`config.mk`:
```
export PLATFORM = sky130hd
export DESIGN_NAME = spio_top
export DESIGN_NICKNAME = d
export VERILOG_FILES = /design/src/core/spio_pkg.sv /design/src/core/spio_sync.sv /design/src/core/spio_pin_mux.sv /design/src/core/spio_top.sv
export SDC_FILE = /design/constraint.sdc
export NUM_CORES = 1
export LEC_CHECK = 0
export BUFFER_PORTS_ARGS = -buffer_cell sky130_fd_sc_hd__buf_2
export CAP_MARGIN = 20
export CORE_ASPECT_RATIO = 1.4
export CORE_MARGIN = 1
export CORE_UTILIZATION = 30
export DETAILED_ROUTE_END_ITERATION = 8
export PLACE_DENSITY = 0.53
export SLEW_MARGIN = 40
export SYNTH_ARGS = -nofsm -noshare
export SYNTH_HDL_FRONTEND = slang
export SYNTH_SLANG_ARGS = --single-unit
```
`constraint.sdc`:
```
create_clock -name ref_clk_in -period 49.5 [get_ports ref_clk_in]
set_input_delay 2.475 -clock ref_clk_in [delete_from_list [all_inputs] [get_ports ref_clk_in]]
set_output_delay 2.475 -clock ref_clk_in [all_outputs]
set_load 0.02 [all_outputs]
```
`src/core/spio_pkg.sv`:
```
// Shared constants and carrier types for the shared-pin parallel I/O block
package spio_pkg;
	localparam int NUM_PORTS = 7;
	localparam int PORT_W = 8;
	localparam int NUM_PINS = NUM_PORTS * PORT_W;

	// Port numbers as seen on the register access port
	localparam logic [2:0] PORT_A = 3'h0;
	localparam logic [2:0] PORT_B = 3'h1;
	localparam logic [2:0] PORT_C = 3'h2;
	localparam logic [2:0] PORT_D = 3'h3;
	localparam logic [2:0] PORT_E = 3'h4;
	localparam logic [2:0] PORT_F = 3'h5;
	localparam logic [2:0] PORT_G = 3'h6;

	// Flat pin positions of the shared functions
	localparam int PIN_A0 = 0 * PORT_W;
	localparam int PIN_B0 = 1 * PORT_W;
	localparam int PIN_SER_TX = 2 * PORT_W + 0;
	localparam int PIN_SER_RX = 2 * PORT_W + 1;
	localparam int PIN_TW_DATA = 2 * PORT_W + 2;
	localparam int PIN_TW_CLK = 2 * PORT_W + 3;
	localparam int PIN_T1_CH0 = 3 * PORT_W + 0;
	localparam int PIN_T2_CH0 = 3 * PORT_W + 3;
	localparam int PIN_OUT_ONLY = 6 * PORT_W + 0;
	localparam int T1_CHANS = 3;
	localparam int T2_CHANS = 5;

	// Register kinds on the register access port
	localparam logic [1:0] KIND_DATA = 2'h0;
	localparam logic [1:0] KIND_DIR = 2'h1;
	localparam logic [1:0] KIND_PULL = 2'h2;
	localparam logic [1:0] KIND_SLEW = 2'h3;

	// Reset values
	localparam logic [7:0] RST_DATA = 8'h00;
	localparam logic [7:0] RST_DIR = 8'h00;
	localparam logic [7:0] RST_PULL = 8'h00;
	localparam logic [7:0] RST_SLEW = 8'h00;
	localparam logic RST_BKGD_EN = 1'b1;

	// Peripheral side signals that claim pins
	typedef struct packed {
		logic [7:0] kbi_pin_en;
		logic adc_en;
		logic [7:0] adc_pin_en;
		logic ser_en;
		logic ser_tx;
		logic tw_en;
		logic tw_data_out;
		logic tw_data_oe;
		logic tw_clk_out;
		logic tw_clk_oe;
		logic t1_en;
		logic t1_ext_clk;
		logic [T1_CHANS-1:0] t1_out;
		logic [T1_CHANS-1:0] t1_oe;
		logic t2_en;
		logic t2_ext_clk;
		logic [T2_CHANS-1:0] t2_out;
		logic [T2_CHANS-1:0] t2_oe;
		logic bkgd_out;
		logic bkgd_oe;
	} spio_per_s;

	// Per-pin drive request from the ownership decode
	typedef struct packed {
		logic own;
		logic out;
		logic oe;
		logic pull_force;
	} spio_claim_s;

	// Pin side result of one pin multiplexer
	typedef struct packed {
		logic out;
		logic drive;
		logic pull;
		logic slew;
	} spio_pad_s;
endpackage : spio_pkg

```
`src/core/spio_sync.sv`:
```
// Three-stage input synchroniser with agreement filter
`timescale 1ns/1ps
`default_nettype none
module spio_sync #(
	parameter int W = 8
) (
	input wire logic ref_clk_in,
	input wire logic sys_rst_in,
	input wire logic [W-1:0] d_in,
	output logic [W-1:0] q_out
);
	typedef struct packed {
		logic [W-1:0] s1;
		logic [W-1:0] s2;
		logic [W-1:0] s3;
		logic [W-1:0] lvl;
	} spio_sync_state_s;

	spio_sync_state_s st_r;
	spio_sync_state_s st_nxt;

	// Level moves only when stages two and three agree; stage one feeds s2 only
	always_comb begin
		st_nxt = st_r;
		st_nxt.s1 = d_in;
		st_nxt.s2 = st_r.s1;
		st_nxt.s3 = st_r.s2;
		for (int i = 0; i < W; i++) begin
			if (st_r.s2[i] == st_r.s3[i]) begin
				st_nxt.lvl[i] = st_r.s3[i];
			end
		end
	end

	always_ff @(posedge ref_clk_in or posedge sys_rst_in) begin
		if (sys_rst_in) begin
			st_r <= '0;
		end else begin
			st_r <= st_nxt;
		end
	end

	assign q_out = st_r.lvl;
endmodule : spio_sync
`default_nettype wire

```
`src/core/spio_pin_mux.sv`:
```
// One pin's choice between peripheral and general-purpose control
`timescale 1ns/1ps
`default_nettype none
module spio_pin_mux (
	input wire logic gp_data_in,
	input wire logic gp_dir_in,
	input wire logic gp_pull_in,
	input wire logic gp_slew_in,
	input wire spio_pkg::spio_claim_s claim_in,
	output spio_pkg::spio_pad_s pad_out
);
	// Peripheral wins; pull-up acts on a driven pin only when the claim forces it
	always_comb begin
		if (claim_in.own) begin
			pad_out.out = claim_in.out;
			pad_out.drive = claim_in.oe;
			pad_out.pull = claim_in.pull_force |
				(gp_pull_in & ~gp_dir_in & ~claim_in.oe);
			pad_out.slew = gp_slew_in & claim_in.oe;
		end else begin
			pad_out.out = gp_data_in;
			pad_out.drive = gp_dir_in;
			pad_out.pull = gp_pull_in & ~gp_dir_in;
			pad_out.slew = gp_slew_in & gp_dir_in;
		end
	end
endmodule : spio_pin_mux
`default_nettype wire

```
`src/core/spio_top.sv`:
```
// Seven-port parallel I/O with peripheral pin sharing
// Behaviour
// - 56 pins in seven ports; one output-only
// - Data, direction, pull-up, slew per pin
// - Unclaimed pins return to general-purpose control
// - Reset clears direction and pull-up bits
// - Background function owns its pin after reset
// - Keyboard-enabled port A pins forced to inputs
// - Analog-enabled port B pins forced to inputs
// - Analog pin enables pick converter pins
// - Serial or two-wire port sets port C direction
// - Serial transmit on C0, receive on C1
// - Two-wire data on C2, clock on C3
// - Enabled timers set their port D directions
// - Second timer on D7-D3, clock on D3
// - First timer on D2-D0, clock on D0
// - Data read gives pin when input, latch when output
// - Data writes always update the output latch
// - Direction bit picks read source despite overrides
`timescale 1ns/1ps
`default_nettype none
module spio_top (
	input wire logic ref_clk_in,
	input wire logic sys_rst_in,
	// Register write port, one strobe per byte
	input wire logic reg_wr_in,
	input wire logic [2:0] reg_port_in,
	input wire logic [1:0] reg_kind_in,
	input wire logic [7:0] reg_wdata_in,
	// Port whose data register is read back
	input wire logic [2:0] rd_port_in,
	// System options write for the background pin enable
	input wire logic sys_opt_wr_in,
	input wire logic background_pin_enable_in,
	// Peripheral requests on this clock, raw pad levels from outside
	input wire spio_pkg::spio_per_s per_in,
	input wire logic [spio_pkg::NUM_PINS-1:0] pin_in,
	// Read-back word and option bit
	output logic [7:0] rd_data_out,
	output logic background_pin_enable_out,
	// Pad controls; an oe_n bit is low while the pin is driven
	output logic [spio_pkg::NUM_PINS-1:0] pin_out,
	output logic [spio_pkg::NUM_PINS-1:0] pin_oe_n_out,
	output logic [spio_pkg::NUM_PINS-1:0] pin_pull_up_out,
	output logic [spio_pkg::NUM_PINS-1:0] pin_slew_out,
	output logic [spio_pkg::NUM_PINS-1:0] pin_level_out
);
	// Short names for the port and pin counts
	localparam int NP = spio_pkg::NUM_PORTS;
	localparam int NPIN = spio_pkg::NUM_PINS;

	typedef struct packed {
		// Software control registers, one byte per port
		logic [NP-1:0][7:0] port_data_reg;
		logic [NP-1:0][7:0] port_direction_reg;
		logic [NP-1:0][7:0] port_pull_up_enable_reg;
		logic [NP-1:0][7:0] port_slew_control_reg;
		// Background function holds pin G0 while set
		logic background_pin_enable;
		// Read-back word, one cycle behind rd_port_in
		logic [7:0] rd_data;
		// Pad image, flopped so no mux glitch reaches a pin
		logic [NPIN-1:0] pad_out;
		logic [NPIN-1:0] pad_oe_n;
		logic [NPIN-1:0] pad_pull;
		logic [NPIN-1:0] pad_slew;
	} spio_state_s;

	spio_state_s st_r;
	spio_state_s st_nxt;
	// Per-pin claims and the mux results they produce
	spio_pkg::spio_claim_s [NPIN-1:0] claim;
	spio_pkg::spio_pad_s [NPIN-1:0] pad;
	// Control bits flattened to pin order
	logic [NPIN-1:0] gp_data;
	logic [NPIN-1:0] gp_dir;
	logic [NPIN-1:0] gp_pull;
	logic [NPIN-1:0] gp_slew;
	// Filtered pad levels after the synchroniser
	logic [NPIN-1:0] level;
	// Read word of every port, picked by rd_port_in
	logic [NP-1:0][7:0] rd_word;

	// Pin levels come from outside the clock domain
	// Three stages keep a metastable pad away from the read path
	spio_sync #(
		.W(NPIN)
	) u_sync (
		.ref_clk_in(ref_clk_in),
		.sys_rst_in(sys_rst_in),
		.d_in(pin_in),
		.q_out(level)
	);

	// Flatten the per-port control registers into pin order
	// Packed arrays already hold port A in the low byte
	assign gp_data = st_r.port_data_reg;
	assign gp_dir = st_r.port_direction_reg;
	assign gp_pull = st_r.port_pull_up_enable_reg;
	assign gp_slew = st_r.port_slew_control_reg;

	// Read words per port; the direction bit picks latch or pin level even
	// while a peripheral owns the pin, so software sees what it wrote
	for (genvar q = 0; q < NP; q++) begin : g_rd
		logic [7:0] lvl_q;
		logic [7:0] dir_q;
		logic [7:0] lat_q;
		assign dir_q = st_r.port_direction_reg[q];
		assign lat_q = st_r.port_data_reg[q];
		if (q == int'(spio_pkg::PORT_G)) begin : g_out_only
			// Output-only pin has no input path: it reads its latch
			assign lvl_q = {level[q * 8 + 1 +: 7], lat_q[0]};
		end else begin : g_plain
			assign lvl_q = level[q * 8 +: 8];
		end
		// Driven bits give the latch, sensed bits the pin level
		assign rd_word[q] = (dir_q & lat_q) | (~dir_q & lvl_q);
	end

	// Ownership decode: which peripheral claims which pin, and how
	// Later sections win, which sets the priority between peripherals
	always_comb begin
		claim = '0;
		// Keyboard inputs are forced to inputs
		// A claim with oe low overrides the direction bit for drive; the bit still gates the pull-up
		for (int i = 0; i < 8; i++) begin
			claim[spio_pkg::PIN_A0 + i].own = per_in.kbi_pin_en[i];
			claim[spio_pkg::PIN_A0 + i].oe = 1'b0;
		end

		// Converter pins only while the converter itself runs
		for (int i = 0; i < 8; i++) begin
			claim[spio_pkg::PIN_B0 + i].own =
				per_in.adc_en & per_in.adc_pin_en[i];
			claim[spio_pkg::PIN_B0 + i].oe = 1'b0;
		end

		// Serial port: transmit driven, receive input
		// Receive is claimed too, so a stray direction bit cannot fight it
		if (per_in.ser_en) begin
			claim[spio_pkg::PIN_SER_TX].own = 1'b1;
			claim[spio_pkg::PIN_SER_TX].out = per_in.ser_tx;
			claim[spio_pkg::PIN_SER_TX].oe = 1'b1;
			claim[spio_pkg::PIN_SER_RX].own = 1'b1;
			claim[spio_pkg::PIN_SER_RX].oe = 1'b0;
		end

		// Two-wire port steers both its pins itself
		// Each line is released by the module, never by the direction bit
		if (per_in.tw_en) begin
			claim[spio_pkg::PIN_TW_DATA].own = 1'b1;
			claim[spio_pkg::PIN_TW_DATA].out = per_in.tw_data_out;
			claim[spio_pkg::PIN_TW_DATA].oe = per_in.tw_data_oe;
			claim[spio_pkg::PIN_TW_CLK].own = 1'b1;
			claim[spio_pkg::PIN_TW_CLK].out = per_in.tw_clk_out;
			claim[spio_pkg::PIN_TW_CLK].oe = per_in.tw_clk_oe;
		end

		// First timer channels on D2..D0
		// The timer gives its own enable per channel
		for (int i = 0; i < spio_pkg::T1_CHANS; i++) begin
			if (per_in.t1_en) begin
				claim[spio_pkg::PIN_T1_CH0 + i].own = 1'b1;
				claim[spio_pkg::PIN_T1_CH0 + i].out = per_in.t1_out[i];
				claim[spio_pkg::PIN_T1_CH0 + i].oe = per_in.t1_oe[i];
			end
		end
		// External clock only on the lowest channel pin, always input
		if (per_in.t1_ext_clk) begin
			claim[spio_pkg::PIN_T1_CH0].own = 1'b1;
			claim[spio_pkg::PIN_T1_CH0].oe = 1'b0;
		end

		// Second timer channels on D7..D3
		for (int i = 0; i < spio_pkg::T2_CHANS; i++) begin
			if (per_in.t2_en) begin
				claim[spio_pkg::PIN_T2_CH0 + i].own = 1'b1;
				claim[spio_pkg::PIN_T2_CH0 + i].out = per_in.t2_out[i];
				claim[spio_pkg::PIN_T2_CH0 + i].oe = per_in.t2_oe[i];
			end
		end
		// External clock only on D3, always input
		if (per_in.t2_ext_clk) begin
			claim[spio_pkg::PIN_T2_CH0].own = 1'b1;
			claim[spio_pkg::PIN_T2_CH0].oe = 1'b0;
		end

		// Background function holds its pin with pull-up on
		// Pull-up keeps an unattached mode pin from floating
		if (st_r.background_pin_enable) begin
			claim[spio_pkg::PIN_OUT_ONLY].own = 1'b1;
			claim[spio_pkg::PIN_OUT_ONLY].out = per_in.bkgd_out;
			claim[spio_pkg::PIN_OUT_ONLY].oe = per_in.bkgd_oe;
			claim[spio_pkg::PIN_OUT_ONLY].pull_force = 1'b1;
		end
	end

	// One multiplexer per pin
	// Each mux is pure logic; the flops sit after it
	for (genvar p = 0; p < NPIN; p++) begin : g_pin
		spio_pin_mux u_mux (
			.gp_data_in(gp_data[p]),
			.gp_dir_in(gp_dir[p]),
			.gp_pull_in(gp_pull[p]),
			.gp_slew_in(gp_slew[p]),
			.claim_in(claim[p]),
			.pad_out(pad[p])
		);
	end

	// Register writes, read mux and registered pad drive
	always_comb begin
		// Hold everything unless a write or a read changes it
		st_nxt = st_r;
		// Data latch takes every write, owned or input alike
		// Writes to port 7 fall through and change nothing
		if (reg_wr_in && reg_port_in < 3'(NP)) begin
			case (reg_kind_in)
				spio_pkg::KIND_DATA: begin
					st_nxt.port_data_reg[reg_port_in] = reg_wdata_in;
				end
				spio_pkg::KIND_DIR: begin
					st_nxt.port_direction_reg[reg_port_in] = reg_wdata_in;
				end
				spio_pkg::KIND_PULL: begin
					st_nxt.port_pull_up_enable_reg[reg_port_in] = reg_wdata_in;
				end
				spio_pkg::KIND_SLEW: begin
					st_nxt.port_slew_control_reg[reg_port_in] = reg_wdata_in;
				end
				default: begin
					st_nxt.rd_data = st_r.rd_data;
				end
			endcase
		end

		// Plain rewritable bit, so software may hand the pin back
		if (sys_opt_wr_in) begin
			st_nxt.background_pin_enable = background_pin_enable_in;
		end

		// Read source follows the direction bit, not the real pin direction
		if (rd_port_in < 3'(NP)) begin
			st_nxt.rd_data = rd_word[rd_port_in];
		end else begin
			st_nxt.rd_data = 8'h00;
		end

		// Drive is registered so every pin output comes from a flop
		for (int p = 0; p < NPIN; p++) begin
			st_nxt.pad_out[p] = pad[p].out;
			st_nxt.pad_oe_n[p] = ~pad[p].drive;
		end
		// Pull-up and slew per pin, flopped the same way
		for (int p = 0; p < NPIN; p++) begin
			st_nxt.pad_pull[p] = pad[p].pull;
			st_nxt.pad_slew[p] = pad[p].slew;
		end
		// Output-only pin never takes a general-purpose pull-up
		if (!st_r.background_pin_enable) begin
			st_nxt.pad_pull[spio_pkg::PIN_OUT_ONLY] = 1'b0;
		end
	end

	// All pins come up as undriven inputs with all pull-ups off; G0 pull-up comes on at the first clock after reset
	always_ff @(posedge ref_clk_in or posedge sys_rst_in) begin
		if (sys_rst_in) begin
			// Control registers clear; background owns its pin
			st_r.port_data_reg <= {NP{spio_pkg::RST_DATA}};
			st_r.port_direction_reg <= {NP{spio_pkg::RST_DIR}};
			st_r.port_pull_up_enable_reg <= {NP{spio_pkg::RST_PULL}};
			st_r.port_slew_control_reg <= {NP{spio_pkg::RST_SLEW}};
			st_r.background_pin_enable <= spio_pkg::RST_BKGD_EN;
			st_r.rd_data <= 8'h00;
			// Pad image of an idle, undriven pin
			st_r.pad_out <= '0;
			st_r.pad_oe_n <= '1;
			st_r.pad_pull <= '0;
			st_r.pad_slew <= '0;
		end else begin
			st_r <= st_nxt;
		end
	end

	// Ports are plain views of the state flops
	assign rd_data_out = st_r.rd_data;
	assign background_pin_enable_out = st_r.background_pin_enable;
	assign pin_out = st_r.pad_out;
	assign pin_oe_n_out = st_r.pad_oe_n;
	assign pin_pull_up_out = st_r.pad_pull;
	assign pin_slew_out = st_r.pad_slew;
	assign pin_level_out = level;
endmodule : spio_top
`default_nettype wire

```
==> results_dict.tcl <==
set metrics [dict create \
    status "completed" \
    arrival_ps 4860 \
    dpl.hpwl_um 45000 \
    fin_setup_tns_ps 0 \
    multi_input_area_um2 5530 \
    drt_first_pass_iters 4 \
    cts_resized 0 \
    worstPathRequired_ps 50170 \
    layout_setup_ws_ps 45310 \
    hold_depth 0 \
    r2r_slack_ps 47820 \
    hold_end "u_sync.st_nxt[75]" \
    crit_path_end_kind "asynchronous set/reset pin" \
    via_count 12800 \
    max_freq_mhz 239 \
    yosys-top-cells-area "dfrtp_1 67%, mux2_2 10%, dfstp_2 6.4%" \
    cts_hold_buf 0 \
    tightestPinTransition_ps 810 \
    grt_usage_pct 16.4 \
    synthCells 1496 \
    netlist.area_leader.share_pct 66.5 \
    die_area_um2 79300 \
    regArea_um2 17100 \
    coreArea_um2 76900 \
    post_cts_buffers 0 \
    grt.met3_usage_pct 4.26 \
    syn_nets 1619 \
    cts_sinks 680 \
    yosysWarnings 0 \
    tritoncts "done" \
    yosysSeqAreaShare_pct 72.9 \
    worstHoldPathType "reg -> reg" \
    dpl_worst_slack_ps 44170 \
    synth-seq-cells 680 \
    clock-root-buffer "clkbuf_16" \
    crit_type "in -> async" \
    yosysTopAreaCell "dfrtp_1" \
    fp.dieH_um 333 \
    rows 120 \
    ant_nets 0 \
    finalHoldViolCount 0 \
    drv_slew 0 \
    async_reset_ff_share_pct 100 \
    skew_ps 27.9 \
    timing.slew.headroom_pct 46.0 \
    met1_usage_pct 20.4 \
    syn-cell-area_um2 23400 \
    crit_fanout 94 \
    clk_path_buf_depth 3 \
    setup.worst_path.start_class "primary input" \
    ys_types 41 \
    final.min_clock_period_ps 4190 \
    final-setup-viol-count 0 \
    ir_drop_v 0.0000289 \
    p_leak_nw 13.7 \
    grt_use_met2_pct 27.2 \
    portBuffers 411 \
    synth_edf_count 0 \
    antenna_found_initial 10 \
    clock_latency_ps 610 \
    drt_wl_total_um 63700 \
    synth_area_per_cell_um2 15.7 \
    fp.dieW_um 238 \
    syn2layout_area_growth_pct 22.5 \
    max_cap_viol_count 0 \
    fin_crit_sh_pct 8.46 \
    cts.htree.levels 3 \
    overflow 0 \
    grt_pass1_vias 14000 \
    fill_cells 7414 \
    r2r_cells 4 \
    vias_per_cell 4.30 \
    powerDensity_nw_per_um2 49.4 \
    hold_start "u_sync.st_nxt[131]" \
    routedWlPerCell_um 21.3 \
    start_util_pct 30.5 \
    grt_max_degree 169 \
    drc 0 \
    drive_gt1_share_pct 42.8 \
    cts_made_buffers 70 \
    ios 412 \
    reg2reg_from "g_rd[5].dir_q[6]" \
    rsz0062_at_grt "no" \
    r2r-end "rd_data_out[6]" \
    busiest_layer "met2" \
    yosys_most_used_dff "dfrtp_1" \
    drt-initial-drc-count 664 \
    routabilityCongestion 0.776 \
    grt_pass1_wl_um 94500 \
    layout.nets 2008 \
    clkTransAtPathRegs_ps 60 \
]
## layer usage
metal | share of wire [%] | vias up
li1 | - | 5737
met1 | 42 | 6646
met2 | 49 | 343
met3 | 6.1 | 107
met4 | 3.1 | 12
met5 | 0.12 | -
## worst max-delay path: stages
cell and delay, ps:
buf_2 140, inv_8 180, buf_16 340, buf_12 470, buf_12 420, clkbuf_8 650
## worst max-delay path by stage
stage / from / end / slack, ps / depth (start not counted)
final: sys_rst_in / pin_pull_up_out[38] / 45310 / 6
after global routing: sys_rst_in / g_rd[4].dir_q[7] / 44930 / 6
after CTS: sys_rst_in / u_sync.st_nxt[63] / 44820 / 5
after detailed placement: sys_rst_in / u_sync.st_nxt[151] / 44170 / 5
after global placement: sys_rst_in / u_sync.q_out[33] / 43660 / 5
after floorplan: sys_rst_in / g_rd[0].dir_q[0] / 28060 / 1
## per-stage QoR
step | hold slack, ps | utilization, % | total power, W | instances | area, µm²
2_1_floorplan | 331 | - | 0.000809 | 1496 | 23400
3_3_place_gp | 333 | 34.1 | 0.000887 | 2846 | 26200
3_5_place_dp | 335 | 34.2 | 0.000892 | 2848 | 26300
4_1_cts | 346 | 37.3 | 0.00144 | 2977 | 28600
5_1_grt | 349 | 37.3 | 0.00149 | 2981 | 28700
6_report | 335 | 37.4 | 0.00142 | 2985 | 28700
## synthesized netlist by cell type, types with 4 or more instances
| cell type | count |
|---|---|
| buf_1 | 10 |
| and2_1 | 36 |
| mux2i_1 | 51 |
| nand3_1 | 7 |
| nor2b_1 | 73 |
| maj3_1 | 56 |
| o22ai_1 | 7 |
| buf_4 | 60 |
| nor2_2 | 7 |
| o21ai_0 | 33 |
| a21oi_1 | 22 |
| mux2_1 | 4 |
| dfstp_2 | 57 |
| dfrtp_1 | 623 |
| inv_1 | 48 |
| buf_6 | 4 |
| nor2_1 | 17 |
| a211o_1 | 7 |
| nand2_1 | 59 |
| and3_1 | 9 |
| nand2_2 | 12 |
| nand2b_1 | 16 |
| mux2_2 | 214 |
| a211oi_1 | 8 |
| clkbuf_1 | 28 |
## flip-flops by register name (all words and copies together) (netlist names)
| signal | flops |
|---|---|
| rd_data_out | 8 |
| pin_out | 56 |
| g_rd.lat_q | 56 |
| background_pin_enable_out | 1 |
| u_sync.q_out | 56 |
| gp_slew | 56 |
| pin_slew_out | 56 |
| pin_oe_n_out | 56 |
| gp_pull | 55 |
| u_sync.st_nxt | 112 |
| u_sync.st_r | 56 |
| pin_pull_up_out | 56 |
| g_rd.dir_q | 56 |
## where the power goes
part | internal, W | leakage, nW | switching [W]
Clock | 0.000319 | 1.15 | 0.000221
Sequential | 0.000639 | 8.35 | 0.0000480
Combinational | 0.0000757 | 4.17 | 0.000115
Total | 0.00103 | 13.7 | 0.000384
## cell families (layout without fill, tap and decap cells)
kind of cell	after synthesis	in the layout	synth area share [%]
flops	680	680	72.9
mux	270	270	12.7
simple gates	258	258	6.47
buf+inv	153	599	3.55
compound gates	79	79	1.94
fa+ha+maj	56	56	2.39
other cells	0	6	0
## cell type report
class | count | share of cell area (%)
Clock buffer | 105 | 7.09
Tap cell | 1037 | 4.52
Inverter | 48 | 0.654
Timing Repair Buffer | 422 | 7.80
Antenna cell | 6 | 0.0523
Clock inverter | 24 | 1.14
Sequential cell | 680 | 59.5
Multi-Input combinational cell | 663 | 19.2
## placed cells by master, fill, tap and decap left out, types with 12 or more instances in the layout
| cell type | n |
|---|---|
| nor2_1 | 17 |
| inv_1 | 47 |
| clkbuf_16 | 72 |
| nand2_1 | 59 |
| clkbuf_1 | 22 |
| o21ai_0 | 33 |
| nand2_2 | 12 |
| dfrtp_1 | 623 |
| clkbuf_8 | 13 |
| buf_2 | 411 |
| nor2b_1 | 73 |
| mux2i_1 | 51 |
| maj3_1 | 56 |
| mux2_2 | 214 |
| dfstp_2 | 57 |
| and2_1 | 36 |
| a21oi_1 | 22 |
| nand2b_1 | 16 |
No activity file was read; power rests on OpenSTA's default activity.
